### src/acccr_pkg.sv
// Constants and types shared by the channel calibration register slice
package acccr_pkg;

  // Bus geometry: one register per aligned 32-bit word
  localparam int unsigned ADDR_W = 8;   // Byte address width
  localparam int unsigned IDX_W  = 6;   // Register index width
  localparam int unsigned DATA_W = 32;  // Bus data width
  localparam int unsigned REG_W  = 16;  // Register width
  localparam int unsigned SEL_W  = 4;   // Byte enables

  // Register indices; byte address is four times the index
  localparam logic [5:0] CH2_OFFSET_CORR_HIGH_IDX = 6'h14;
  localparam logic [5:0] CH2_OFFSET_CORR_LOW_IDX  = 6'h15;
  localparam logic [5:0] CH2_GAIN_CORR_HIGH_IDX   = 6'h16;
  localparam logic [5:0] CH2_GAIN_CORR_LOW_IDX    = 6'h17;
  localparam logic [5:0] CH3_CHANNEL_SETUP_IDX    = 6'h18;
  localparam logic [5:0] CH3_OFFSET_CORR_HIGH_IDX = 6'h19;
  localparam logic [5:0] CH3_OFFSET_CORR_LOW_IDX  = 6'h1a;
  localparam logic [5:0] CH3_GAIN_CORR_HIGH_IDX   = 6'h1b;
  localparam logic [5:0] CH3_GAIN_CORR_LOW_IDX    = 6'h1c;

  // Calibration words, in the order ch2 offset, ch2 gain, ch3 offset, ch3 gain
  localparam int unsigned NUM_CAL = 4;
  localparam logic [5:0] CAL_HIGH_IDX [NUM_CAL] = '{
    CH2_OFFSET_CORR_HIGH_IDX, CH2_GAIN_CORR_HIGH_IDX,
    CH3_OFFSET_CORR_HIGH_IDX, CH3_GAIN_CORR_HIGH_IDX};
  localparam logic [5:0] CAL_LOW_IDX [NUM_CAL] = '{
    CH2_OFFSET_CORR_LOW_IDX, CH2_GAIN_CORR_LOW_IDX,
    CH3_OFFSET_CORR_LOW_IDX, CH3_GAIN_CORR_LOW_IDX};

  // Reset values
  localparam logic [15:0] OFFSET_HIGH_RESET = 16'h0000;
  localparam logic [15:0] GAIN_HIGH_RESET   = 16'h8000;
  localparam logic [7:0]  LOW_BYTE_RESET    = 8'h00;
  localparam logic [15:0] SETUP_RESET       = 16'h0000;
  localparam logic [15:0] CAL_HIGH_RESET [NUM_CAL] = '{
    OFFSET_HIGH_RESET, GAIN_HIGH_RESET,
    OFFSET_HIGH_RESET, GAIN_HIGH_RESET};

  // Field positions
  localparam int unsigned LOW_BYTE_MSB = 15;  // Low calibration byte
  localparam int unsigned LOW_BYTE_LSB = 8;
  localparam int unsigned DELAY_MSB    = 15;  // Ch3 phase delay
  localparam int unsigned DELAY_LSB    = 6;
  localparam int unsigned DELAY_W      = 10;
  localparam int unsigned HP_OFF_BIT   = 2;   // Ch3 high-pass disable
  localparam int unsigned INSEL_MSB    = 1;   // Ch3 input select
  localparam int unsigned INSEL_LSB    = 0;

  // Channel three input selection encodings
  typedef enum logic [1:0] {
    ACCCR_IN_OWN_PAIR = 2'h0,  // Own positive/negative input pair
    ACCCR_IN_SHORTED  = 2'h1,  // Converter inputs shorted
    ACCCR_IN_TEST_POS = 2'h2,  // Positive DC test signal
    ACCCR_IN_TEST_NEG = 2'h3   // Negative DC test signal
  } acccr_insel_t;

  // Reset value of the delay field
  localparam logic [9:0] DELAY_RESET = 10'h000;

endpackage

### src/acccr_regs.sv
// Channel two/three calibration and channel three setup registers
//
// Operation
// - Ch2 offset: upper bits 23:8, low byte 15:8
// - Lower calibration bits 7:0 read zero
// - Ch2 gain split alike, upper resets 8000h
// - Ch3 signed delay in setup bits 15:6
// - Setup bits 5:3 reserved, read zero
// - Setup bit 2 disables ch3 high-pass
// - Setup bits 1:0 pick ch3 input
// - Ch3 offset at 19h/1Ah, reset zero
// - Ch3 gain low byte at 1Ch
`timescale 1ns/100ps
module acccr_regs (
  // Clock, reset, enable
  input  wire logic        clk_i,                    // System clock
  input  wire logic        rst_i,                    // Sync reset, high
  input  wire logic        ce_i,                     // Freezes all state except ack
  // Classic Wishbone slave
  input  wire logic        wb_cyc_i,                 // Bus cycle
  input  wire logic        wb_stb_i,                 // Strobe
  input  wire logic        wb_we_i,                  // Write enable
  input  wire logic [7:0]  wb_adr_i,                 // Byte address
  input  wire logic [3:0]  wb_sel_i,                 // Byte enables
  input  wire logic [31:0] wb_dat_i,                 // Write data
  output logic      [31:0] wb_dat_o,                 // Read data
  output logic             wb_ack_o,                 // Acknowledge
  // Shared high-pass control from the global filter logic
  input  wire logic        global_highpass_setting_i, // Global enable
  // Calibration words for the datapath
  output logic      [23:0] ch2_offset_word_o,        // Ch2 offset
  output logic      [23:0] ch2_gain_word_o,          // Ch2 gain
  output logic      [23:0] ch3_offset_word_o,        // Ch3 offset
  output logic      [23:0] ch3_gain_word_o,          // Ch3 gain
  // Channel three setup
  output logic      [9:0]  ch3_delay_cycles_o,       // Signed delay
  output logic             ch3_highpass_off_o,       // Local disable
  output logic             ch3_highpass_en_o,        // Effective filter
  output logic      [1:0]  ch3_input_select_o        // Input routing
);

  // Local shorthands for the setup field positions
  localparam int unsigned DMSB = acccr_pkg::DELAY_MSB;
  localparam int unsigned DLSB = acccr_pkg::DELAY_LSB;
  localparam int unsigned SMSB = acccr_pkg::INSEL_MSB;
  localparam int unsigned SLSB = acccr_pkg::INSEL_LSB;
  localparam int unsigned HPB  = acccr_pkg::HP_OFF_BIT;
  localparam int unsigned NCAL = acccr_pkg::NUM_CAL;

  // All state of the top level in one record
  typedef struct packed {
    logic                       ack;       // Bus acknowledge
    logic [15:0]                rdata;     // Captured read data
    logic [9:0]                 delay;     // Ch3 phase delay count
    logic                       hp_off;    // Ch3 high-pass disable
    acccr_pkg::acccr_insel_t    insel;     // Ch3 input selection
    logic                       hp_en;     // Effective filter enable
  } acccr_top_state_t;

  acccr_top_state_t q;  // Registered state
  acccr_top_state_t d;  // Next state

  // Bus decode
  logic [5:0]       idx;       // Register index from byte address
  logic             req;       // New request this cycle
  logic             wr_en;     // Write accepted this cycle
  logic [15:0]      wdata;     // Low half of write data
  logic [1:0]       be;        // Low two byte enables
  logic [15:0]      setup_img; // Setup register as read back

  // Per-word strobes and read images
  logic [NCAL-1:0]  wr_high;   // Upper register write strobes
  logic [NCAL-1:0]  wr_low;    // Lower register write strobes
  logic [15:0]      high_img [NCAL];  // Upper register images
  logic [15:0]      low_img  [NCAL];  // Lower register images
  logic [23:0]      cal_word [NCAL];  // Combined words

  // Index, not byte address, selects the register; bits 1:0 ignored
  assign idx   = wb_adr_i[7:2];
  // Only the first cycle of a request with ce_i high is taken; the ack cycle blocks it
  assign req   = wb_cyc_i && wb_stb_i && !q.ack;
  assign wr_en = req && wb_we_i;
  // Registers are 16 bits wide, so only lanes 0 and 1 carry data
  assign wdata = wb_dat_i[15:0];
  assign be    = wb_sel_i[1:0];

  // Setup register image; bits 5:3 are tied low
  always_comb begin
    setup_img                  = 16'h0000;
    setup_img[DMSB:DLSB]       = q.delay;
    setup_img[HPB]             = q.hp_off;
    setup_img[SMSB:SLSB]       = q.insel;
  end

  // One calibration word per entry: ch2 offset/gain, ch3 offset/gain
  for (genvar k = 0; k < NCAL; k++) begin : g_cal
    // Strobes decoded from the fixed index pair of this word
    assign wr_high[k] = wr_en && (idx == acccr_pkg::CAL_HIGH_IDX[k]);
    assign wr_low[k]  = wr_en && (idx == acccr_pkg::CAL_LOW_IDX[k]);

    // Reset of the upper half differs between offset and gain
    acccr_cal_word #(
      .HIGH_RESET (acccr_pkg::CAL_HIGH_RESET[k])
    ) u_word (
      .clk_i      (clk_i),
      .rst_i      (rst_i),
      .ce_i       (ce_i),
      .wr_high_i  (wr_high[k]),
      .wr_low_i   (wr_low[k]),
      .be_i       (be),
      .wdata_i    (wdata),
      .high_o     (high_img[k]),
      .low_o      (low_img[k]),
      .word_o     (cal_word[k])
    );
  end

  // Next state: bus handshake, setup writes, read capture
  always_comb begin
    d = q;
    // Ack is a single-cycle pulse; it drops in the cycle after
    d.ack = req;

    // Setup writes; lane zero also holds the reserved bits, which are not stored
    if (wr_en && (idx == acccr_pkg::CH3_CHANNEL_SETUP_IDX)) begin
      if (be[0]) begin
        d.hp_off = wdata[HPB];
        d.insel  = acccr_pkg::acccr_insel_t'(wdata[SMSB:SLSB]);
        d.delay[1:0] = wdata[7:6];
      end
      if (be[1]) begin
        d.delay[9:2] = wdata[15:8];
      end
      // Bits 5:3 have no storage, so written ones are dropped
    end

    // Filter runs only when global setting allows and not disabled
    d.hp_en = global_highpass_setting_i && !d.hp_off;

    // Read data is captured with the request; unmapped reads give zero
    if (req && !wb_we_i) begin
      d.rdata = 16'h0000;
      if (idx == acccr_pkg::CH3_CHANNEL_SETUP_IDX) begin
        d.rdata = setup_img;
      end
      for (int i = 0; i < NCAL; i++) begin
        if (idx == acccr_pkg::CAL_HIGH_IDX[i]) begin
          d.rdata = high_img[i];
        end
        if (idx == acccr_pkg::CAL_LOW_IDX[i]) begin
          d.rdata = low_img[i];
        end
      end
    end
  end

  // State register; reset acts even while the enable is low
  always_ff @(posedge clk_i) begin
    if (rst_i) begin
      q.ack    <= 1'b0;
      q.rdata  <= 16'h0000;
      q.delay  <= acccr_pkg::DELAY_RESET;
      q.hp_off <= acccr_pkg::SETUP_RESET[HPB];
      q.insel  <= acccr_pkg::ACCCR_IN_OWN_PAIR;
      q.hp_en  <= 1'b0;
    end else if (ce_i) begin
      q <= d;
    end else begin
      // Ack is the one bit not frozen: a held ack would answer the
      // master's next request before that request was ever taken
      q.ack <= 1'b0;
    end
  end

  // Bus outputs; upper half of the data bus always reads zero
  assign wb_ack_o = q.ack;
  assign wb_dat_o = {16'h0000, q.rdata};

  // Datapath words, taken from the word flops
  assign ch2_offset_word_o = cal_word[0];
  assign ch2_gain_word_o   = cal_word[1];
  assign ch3_offset_word_o = cal_word[2];
  assign ch3_gain_word_o   = cal_word[3];

  // Setup outputs
  assign ch3_delay_cycles_o = q.delay;
  assign ch3_highpass_off_o = q.hp_off;
  assign ch3_highpass_en_o  = q.hp_en;
  assign ch3_input_select_o = q.insel;

endmodule // acccr_regs

### src/acccr_cal_word.sv
// One 24-bit calibration word held as an upper and a lower register
`timescale 1ns/100ps
module acccr_cal_word #(
  parameter logic [15:0] HIGH_RESET = 16'h0000  // Upper register reset
) (
  input  wire logic        clk_i,        // System clock
  input  wire logic        rst_i,        // Synchronous reset, high
  input  wire logic        ce_i,         // Clock enable
  input  wire logic        wr_high_i,    // Write strobe, upper register
  input  wire logic        wr_low_i,     // Write strobe, lower register
  input  wire logic [1:0]  be_i,         // Byte enables, low two lanes
  input  wire logic [15:0] wdata_i,      // Write data
  output logic      [15:0] high_o,       // Upper register image
  output logic      [15:0] low_o,        // Lower register image
  output logic      [23:0] word_o        // Combined word for the datapath
);

  // All state of this word
  typedef struct packed {
    logic [15:0] high;  // Word bits 23:8
    logic [7:0]  low;   // Word bits 7:0
  } acccr_cal_state_t;

  acccr_cal_state_t q;  // Registered state
  acccr_cal_state_t d;  // Next state

  // Byte-lane writes; the lower register has only its high lane
  always_comb begin
    d = q;
    if (wr_high_i && be_i[0]) begin
      d.high[7:0] = wdata_i[7:0];
    end
    if (wr_high_i && be_i[1]) begin
      d.high[15:8] = wdata_i[15:8];
    end
    // Lane zero is reserved and write data there is dropped
    if (wr_low_i && be_i[1]) begin
      d.low = wdata_i[acccr_pkg::LOW_BYTE_MSB:acccr_pkg::LOW_BYTE_LSB];
    end
  end

  // State register; reset wins over a frozen clock enable
  always_ff @(posedge clk_i) begin
    if (rst_i) begin
      q.high <= HIGH_RESET;
      q.low  <= acccr_pkg::LOW_BYTE_RESET;
    end else if (ce_i) begin
      q <= d;
    end
  end

  // Register images and the word, all straight from the flops
  assign high_o = q.high;
  assign low_o  = {q.low, 8'h00};
  assign word_o = {q.high, q.low};

endmodule // acccr_cal_word

### config.mk
export PLATFORM = sky130hd
export DESIGN_NAME = acccr_regs
export DESIGN_NICKNAME = d
export VERILOG_FILES = /design/src/acccr_pkg.sv /design/src/acccr_regs.sv /design/src/acccr_cal_word.sv
export SDC_FILE = /design/constraint.sdc
export NUM_CORES = 1
export LEC_CHECK = 0
export BUFFER_PORTS_ARGS = -buffer_cell sky130_fd_sc_hd__buf_2
export CAP_MARGIN = 20
export CELL_PAD_IN_SITES_DETAIL_PLACEMENT = 2
export CELL_PAD_IN_SITES_GLOBAL_PLACEMENT = 2
export CORE_MARGIN = 2
export CORE_UTILIZATION = 31
export DETAILED_ROUTE_END_ITERATION = 7
export PLACE_DENSITY_LB_ADDON = 0.15
export SLEW_MARGIN = 20
export SYNTH_ARGS = -nofsm -noshare
export SYNTH_HDL_FRONTEND = slang
export SYNTH_SLANG_ARGS = --single-unit
### constraint.sdc
create_clock -name clk_i -period 3.5 [get_ports clk_i]
set_clock_uncertainty 0.2 [all_clocks]
set_input_delay 0 -clock clk_i [delete_from_list [all_inputs] [get_ports clk_i]]
set_output_delay 0 -clock clk_i [all_outputs]
set_load 0.02 [all_outputs]
==> results of run 1 <==
## sequential cells by signal (all words and copies together), names as in the netlist
register / cells
ch3_delay_cycles_o: 10
ch3_highpass_off_o: 1
g_cal.u_word.low_o: 32
wb_dat_o: 16
ch3_highpass_en_o: 1
ch3_input_select_o: 2
wb_ack_o: 1
g_cal.u_word.high_o: 64
## cell usage after synthesis (all sizes together) (2+ instances only)
| master | n |
|---|---|
| dfxtp | 127 |
| nor2 | 108 |
| mux2i | 75 |
| o21ai | 57 |
| nand2 | 49 |
| a21oi | 38 |
| clkbuf | 36 |
| buf | 29 |
| a22oi | 18 |
| a22o | 15 |
| nor2b | 10 |
| inv | 9 |
| o221ai | 7 |
| a21o | 6 |
| a221o | 6 |
| a31oi | 6 |
| a32oi | 6 |
| mux2 | 6 |
| nand3 | 6 |
| a221oi | 5 |
| and2 | 4 |
| nand2b | 3 |
| o211ai | 3 |
| and4b | 2 |
| nand4b | 2 |
| nor3 | 2 |
| nor4bb | 2 |
## cells in the final DEF (no fill, tap or decap), types with 2 or more instances in the layout
cell type                       count
sky130_fd_sc_hd__clkbuf_16         17
sky130_fd_sc_hd__mux2i_1           75
sky130_fd_sc_hd__nor2_4             3
sky130_fd_sc_hd__dfxtp_1          127
sky130_fd_sc_hd__nor4bb_1           2
sky130_fd_sc_hd__and4b_1            2
sky130_fd_sc_hd__nand2_1           49
sky130_fd_sc_hd__a21oi_1           38
sky130_fd_sc_hd__nor2_2             4
sky130_fd_sc_hd__a22o_1            15
sky130_fd_sc_hd__a22oi_1           18
sky130_fd_sc_hd__nand3_1            4
sky130_fd_sc_hd__clkinv_4           4
sky130_fd_sc_hd__o221ai_1           7
sky130_fd_sc_hd__a32oi_1            6
sky130_fd_sc_hd__mux2_2             6
sky130_fd_sc_hd__o211ai_1           3
sky130_fd_sc_hd__inv_6              2
sky130_fd_sc_hd__nor2_8             4
sky130_fd_sc_hd__dlygate4sd3_1     30
sky130_fd_sc_hd__conb_1            16
sky130_fd_sc_hd__o21ai_0           56
sky130_fd_sc_hd__a221oi_1           5
sky130_fd_sc_hd__nor2b_1           10
sky130_fd_sc_hd__buf_2            156
sky130_fd_sc_hd__nand2b_1           3
sky130_fd_sc_hd__inv_1              9
sky130_fd_sc_hd__buf_4             11
sky130_fd_sc_hd__clkinvlp_4         5
sky130_fd_sc_hd__a21o_1             6
sky130_fd_sc_hd__nand4b_1           2
sky130_fd_sc_hd__bufinv_16          4
sky130_fd_sc_hd__a31oi_1            6
sky130_fd_sc_hd__a221o_1            6
sky130_fd_sc_hd__nor2_1            97
sky130_fd_sc_hd__and2_1             3
## layer usage
layer,up-vias,wire length [um],track usage [%]
met1,2784,10680,30.97
met5,-,0,0
met4,0,395,7.053
met2,142,10750,39.15
met3,25,844,3.838
li1,2594,-,-
## worst max-delay path, delay by kind of cell (launching register included)
family / cells / cell delay (ns)
muxes: 1 / 0.23
and+or+nand+nor: 3 / 0.62
AOI/OAI and AO/OA: 1 / 0.15
DFF: 1 / 0.34
buffers and inverters: 2 / 1.13
## kinds of logic after synthesis
kind of cell / synth area share, %
AOI/OAI and AO/OA: 18.88
buffers and inverters: 6.356
DFF: 43.78
muxes: 14.09
other: 0.06458
and+or+nand+nor: 16.83
## worst max path at each step
stage                      from                         to  slack (ns)
floorplan              wb_ack_o  g_cal[1].u_word.low_o[10]        1.60
global placement    wb_adr_i[3]               wb_dat_o[10]        1.11
detailed placement  wb_adr_i[3]               wb_dat_o[10]        0.97
CTS                    wb_ack_o          ch3_highpass_en_o        0.82
global route           wb_ack_o          ch3_highpass_en_o        0.62
finish                 wb_ack_o          ch3_highpass_en_o        0.77
## cell type report
type                            count  area, um2  share of cell area, %
Inverter                            9      33.78                 0.4433
Clock inverter                     15      210.2                  2.759
Clock buffer                       17      425.4                  5.583
Tap cell                          234      292.8                  3.842
Multi-Input combinational cell    461       2952                  38.74
Timing Repair Buffer              197       1164                  15.27
Sequential cell                   127       2542                  33.37
## where the power goes
group	internal, W	switching, W	total [W]
Sequential	0.00145	0.00000111	0.00145
Clock	0.00120	0.000720	0.00192
Combinational	0.0000535	0.000130	0.000184
Total	0.00270	0.000851	0.00355
## metrics by stage
stage	std cells	instance area, um2
global placement	998	6684
finish	1060	7620
detailed placement	998	6684
CTS	1060	7620
floorplan	662	5863
global route	1060	7620
==> results.cfg, run 1 <==
[place]
dp_hpwl_um = 15650
preCtsSetupSlack_ns = 0.9679
routabilityCongestion = 0.7669
io_buffers = 157

[critical_path]
end_kind = flip-flop
cp_data_required_time_ns = 3.67
worstReg2RegEnd = ch3_highpass_en_o
worst_r2r_start = wb_ack_o
critPathMaxStageDelay_ns = 0.57
critical_path_peak_fanout = 4
r2r.worst_path.cells = 7
path_cells = and4b_1, and4_1, mux2i_1, nand3_1, dlygate4sd3_1, a21oi_1, dlygate4sd3_1
timing.setup.critical_path_class = reg2reg
crit_path_top_delay_cell = sky130_fd_sc_hd__dlygate4sd3_1
cpMostUsedCell = sky130_fd_sc_hd__dlygate4sd3_1
r2r_setup_slack_ns = 0.77
timing.critical_path.arrival_ns = 2.90
critPathLaunchType = flip-flop

[power]
p_leak_nw = 3.168
power_density_mw_per_mm2 = 465.9
vdd_drop_max_mv = 0.3066
power_w = 0.003550

[global_route]
number_of_antenna_violations_at_the_first_check_in_global_routing = 1
grt_overflow_total = 0
maximum_number_of_pins_on_one_net_before_global_route_repair = 75
first_global_vias = 6042
globalRouteTotalUtil_pct = 23.35
grt_first_pass_wirelength_um = 35590

[logic_synthesis]
ys_dominant_reg_cell = sky130_fd_sc_hd__dfxtp_1
synth_largest_type_area_fraction_pct = 43.78
synth_cells = 647
netlist_area_pre_place_mm2 = 0.005807
yosys_warnings = 0
postSynth.asyncResetShare_pct = 0
yosys.area.top_type = sky130_fd_sc_hd__dfxtp_1
synth_sequential_area_ratio_pct = 43.78
yosysUniqueCellTypes = 46
ys_seq_elements = 127
yosys-top-cells-area = sky130_fd_sc_hd__dfxtp_1, sky130_fd_sc_hd__mux2i_1, sky130_fd_sc_hd__nor2_1
number_of_flops_mapped_to_enable_cells_by_yosys = 0
post_synth.cell_area_avg_um2 = 8.975

[timing]
period_needed_ns = 2.730
slew-limit-headroom_pct = 45.87
finalHoldViolations = 0
setup_viol = 0
rsz0062_at_grt = no
post-route-period-util_pct = 77.99
postLayoutSetupSlackWorst_ns = 0.7704
timing.hold.ws_ns = 0.01950
max_clock_freq_mhz = 366.4
totalNegativeSetupSlack_ns = 0
maxSlewViolCount = 0
worstMarginPinSlew_ns = 0.8120

[hold_path]
hp-class = in2reg
hold_path_end = g_cal[1].u_word.low_o[8]
min_delay_path_depth = 5
min-delay-start = wb_adr_i[4]

[die]
core.rowCount = 50
die_area_mm2 = 0.01984
num_io_pins = 194
initial_utilization_pct = 31.36
fp.dieW_um = 140.9
floorplan.die.height_um = 140.9
floorplan.core_area_mm2 = 0.01852

[job]
maxCapViolCount = 0

[detailed_routing]
antenna_violating_nets_post_route = 0
drt-wirelength-per-cell_um = 21.39
num_vias = 5545
route.final.wire_length_um = 22670
post-route-drc-count = 0
detailedRoute.firstPassIterationCount = 4
first_iter_violations = 251
vias_per_cell = 5.231

[clock_tree]
htree_num_levels = 4
tritoncts = yes
cts.sink_count = 127
numCtsBuffers = 17
clock_insertion_delay_worst_skew_ns = 0.43
clk_transition_reported_paths_ns = 0.06
cts-root-buf = sky130_fd_sc_hd__clkbuf_16
cts_setup_buffers = 0
postCtsHoldBufs = 30
cts_max_path_buffers = 2
post_cts.resized_instances = 0

[final_layout]
synthToLayoutAreaGrowth_pct = 31.22
ratio_of_cells_with_drive_above_1_in_the_final_layout_pct = 26.76
num_antenna_cells = 0
finalNetCount = 864
final_core_utilization_pct = 41.15
fill_cell_total_of_the_finished_layout = 2093

[run_status]
run_status = finished clean
Power figures use the tool's default switching activity.
==> run 2, diff against run 1 <==
--- a/config.mk
+++ b/config.mk
@@ -10,7 +10,7 @@
 export CELL_PAD_IN_SITES_DETAIL_PLACEMENT = 2
 export CELL_PAD_IN_SITES_GLOBAL_PLACEMENT = 2
 export CORE_MARGIN = 2
-export CORE_UTILIZATION = 31
+export CORE_UTILIZATION = 26
 export DETAILED_ROUTE_END_ITERATION = 7
 export PLACE_DENSITY_LB_ADDON = 0.15
 export SLEW_MARGIN = 20
==> constraint.sdc (replaced) <==
create_clock -name clk_i -period 2.4 [get_ports clk_i]
set_clock_uncertainty 0.2 [all_clocks]
set_input_delay 0 -clock clk_i [delete_from_list [all_inputs] [get_ports clk_i]]
set_output_delay 0 -clock clk_i [all_outputs]
set_load 0.02 [all_outputs]
==> run 2 against run 1 <==
  * Worst hold slack better by 0.046 ns
  * Design area is 1.3% higher
  * First-iteration DRC count is 39% higher
  * Via count is 0.87% lower
  * Maximum frequency is 28% higher
  * Register-to-register slack worse by 0.50 ns
  * Combinational power is 51% higher
  * Non-clock buffer count is 8 higher
  * Clock power is 45% higher
  * Worst setup slack worse by 0.50 ns
  * Critical path type unchanged
  * Highest routed layer unchanged
==> results.cfg, run 2 (synthesis results as in run 1) <==
[critical_path]
critical_path_peak_fanout = 28
crit_path_top_delay_cell = sky130_fd_sc_hd__and4b_1
worst_r2r_start = wb_ack_o
r2r.worst_path.cells = 6
path_cells = and4b_1, nand3_4, buf_4, nor2_2, nand2_1, a21oi_1
worstReg2RegEnd = g_cal[2].u_word.low_o[10]
r2r_setup_slack_ns = 0.27
timing.critical_path.arrival_ns = 2.27
critPathMaxStageDelay_ns = 0.34
timing.setup.critical_path_class = reg2reg
end_kind = flip-flop
cp_data_required_time_ns = 2.54
critPathLaunchType = flip-flop

[die]
fp.dieW_um = 153.4
floorplan.die.height_um = 153.4
die_area_mm2 = 0.02355
core.rowCount = 54
floorplan.core_area_mm2 = 0.02189
num_io_pins = 194
initial_utilization_pct = 26.53

[job]
maxCapViolCount = 0

[global_route]
grt_overflow_total = 0
globalRouteTotalUtil_pct = 19.45
first_global_vias = 5979
maximum_number_of_pins_on_one_net_before_global_route_repair = 44
number_of_antenna_violations_at_the_first_check_in_global_routing = 1
grt_first_pass_wirelength_um = 35550

[timing]
finalHoldViolations = 0
max_clock_freq_mhz = 469.8
period_needed_ns = 2.128
setup_viol = 0
slew-limit-headroom_pct = 60.84
worstMarginPinSlew_ns = 0.5871
post-route-period-util_pct = 88.69
totalNegativeSetupSlack_ns = 0
maxSlewViolCount = 0
postLayoutSetupSlackWorst_ns = 0.2715
rsz0062_at_grt = no

[hold_path]
hp-class = in2reg
min_delay_path_depth = 5
min-delay-start = wb_sel_i[1]
hold_path_end = g_cal[0].u_word.high_o[8]

[clock_tree]
postCtsHoldBufs = 25
clk_transition_reported_paths_ns = 0.06
tritoncts = yes
post_cts.resized_instances = 0
htree_num_levels = 4
cts_setup_buffers = 0
cts.sink_count = 127
clock_insertion_delay_worst_skew_ns = 0.41
cts_max_path_buffers = 2
numCtsBuffers = 17
cts-root-buf = sky130_fd_sc_hd__clkbuf_16

[detailed_routing]
drt-wirelength-per-cell_um = 20.62
first_iter_violations = 350
antenna_violating_nets_post_route = 0
route.final.wire_length_um = 23000
post-route-drc-count = 0
vias_per_cell = 4.930
detailedRoute.firstPassIterationCount = 5
num_vias = 5497

[final_layout]
most_common_cell_after_layout_fill_and_taps_aside = sky130_fd_sc_hd__buf_2
ratio_of_cells_with_drive_above_1_in_the_final_layout_pct = 28.06
commonest_cells_after_routing_fill_and_taps_aside = sky130_fd_sc_hd__buf_2, sky130_fd_sc_hd__dfxtp_1, sky130_fd_sc_hd__nor2_1, sky130_fd_sc_hd__mux2i_1, sky130_fd_sc_hd__o21ai_0
fill_cell_total_of_the_finished_layout = 2464
finalNetCount = 872
synthToLayoutAreaGrowth_pct = 32.97
largest_register_ffs = 64

[power]
vdd_drop_max_mv = 0.3099
p_leak_nw = 3.212
power_density_mw_per_mm2 = 670.5

[place]
io_buffers = 157
routabilityCongestion = 0.7887
dp_hpwl_um = 16820
preCtsSetupSlack_ns = 0.2932

[run_status]
run_status = finished clean
## run 2: cell types whose count changed in the layout (fill, tap and decap cells not counted)
cell,previous run,this run
sky130_fd_sc_hd__clkinvlp_4,5,1
sky130_fd_sc_hd__dlygate4sd3_1,30,25
sky130_fd_sc_hd__diode_2,0,1
sky130_fd_sc_hd__clkinv_4,4,2
sky130_fd_sc_hd__buf_4,11,24
sky130_fd_sc_hd__clkinv_2,0,3
sky130_fd_sc_hd__inv_6,2,5
## run 2: cell type report
type / count / area (um2) / area share [%]
clock buffer: 17 / 425.4 / 5.510
inverter: 9 / 33.78 / 0.4375
multi-input combinational: 461 / 2952 / 38.23
clock inverter: 15 / 203.9 / 2.641
tap: 280 / 350.3 / 4.537
sequential: 127 / 2542 / 32.93
timing repair buffer: 205 / 1211 / 15.69
antenna: 1 / 2.502 / 0.03241
## run 2: report_power, final
group / switching, W / leakage [nW] / total [W] / internal (W)
Sequential: 0.00000158 / 1.02 / 0.00211 / 0.00211
Combinational: 0.000193 / 1.88 / 0.000278 / 0.0000846
Clock: 0.00103 / 0.309 / 0.00279 / 0.00175
## run 2: worst max-delay path: cells and delay by family, from the launching register on
family                 cells  cell delay, ns
AO/OA/AOI/OAI              1            0.14
buffers and inverters      1            0.33
AND/OR/NAND/NOR            4            1.02
flip-flops                 1            0.33
## run 2: how the worst max path moves through the flow
stage / cells past startpoint / slack, ns / startpoint / endpoint
global placement: 6 / 0.36 / wb_ack_o / g_cal[0].u_word.low_o[11]
floorplan: 5 / 0.50 / wb_ack_o / g_cal[1].u_word.low_o[10]
CTS: 6 / 0.25 / wb_ack_o / ch3_highpass_en_o
finish: 6 / 0.27 / wb_ack_o / g_cal[2].u_word.low_o[10]
global route: 6 / 0.12 / wb_ack_o / g_cal[2].u_word.low_o[10]
detailed placement: 6 / 0.29 / wb_ack_o / g_cal[0].u_word.low_o[12]
## run 2: metrics by stage
stage / std cells / cell area [um2] / util, % / hold slack (ns) / power [W]
final: 1115 / 7721 / 35.27 / 0.06505 / 0.005177
after global routing: 1115 / 7721 / 35.27 / 0.07553 / 0.005371
after CTS: 1114 / 7719 / 35.26 / 0.05168 / 0.005245
after detailed placement: 1057 / 6839 / 31.24 / 0.09387 / 0.002406
after global placement: 1057 / 6839 / 31.24 / 0.07744 / 0.002398
after floorplan: 662 / 5863 / - / -0.06395 / 0.002316
## run 2: layer usage
| metal | wire, um | GRT usage, % | part of all wire [%] | vias up |
|---|---|---|---|---|
| met5 | 0 | 0 | 0 | - |
| met2 | 10720 | 31.55 | 47 | 132 |
| li1 | - | - | - | 2600 |
| met1 | 10970 | 26.58 | 48 | 2749 |
| met3 | 1068 | 4.054 | 4.6 | 16 |
| met4 | 236 | 4.587 | 1.0 | 0 |
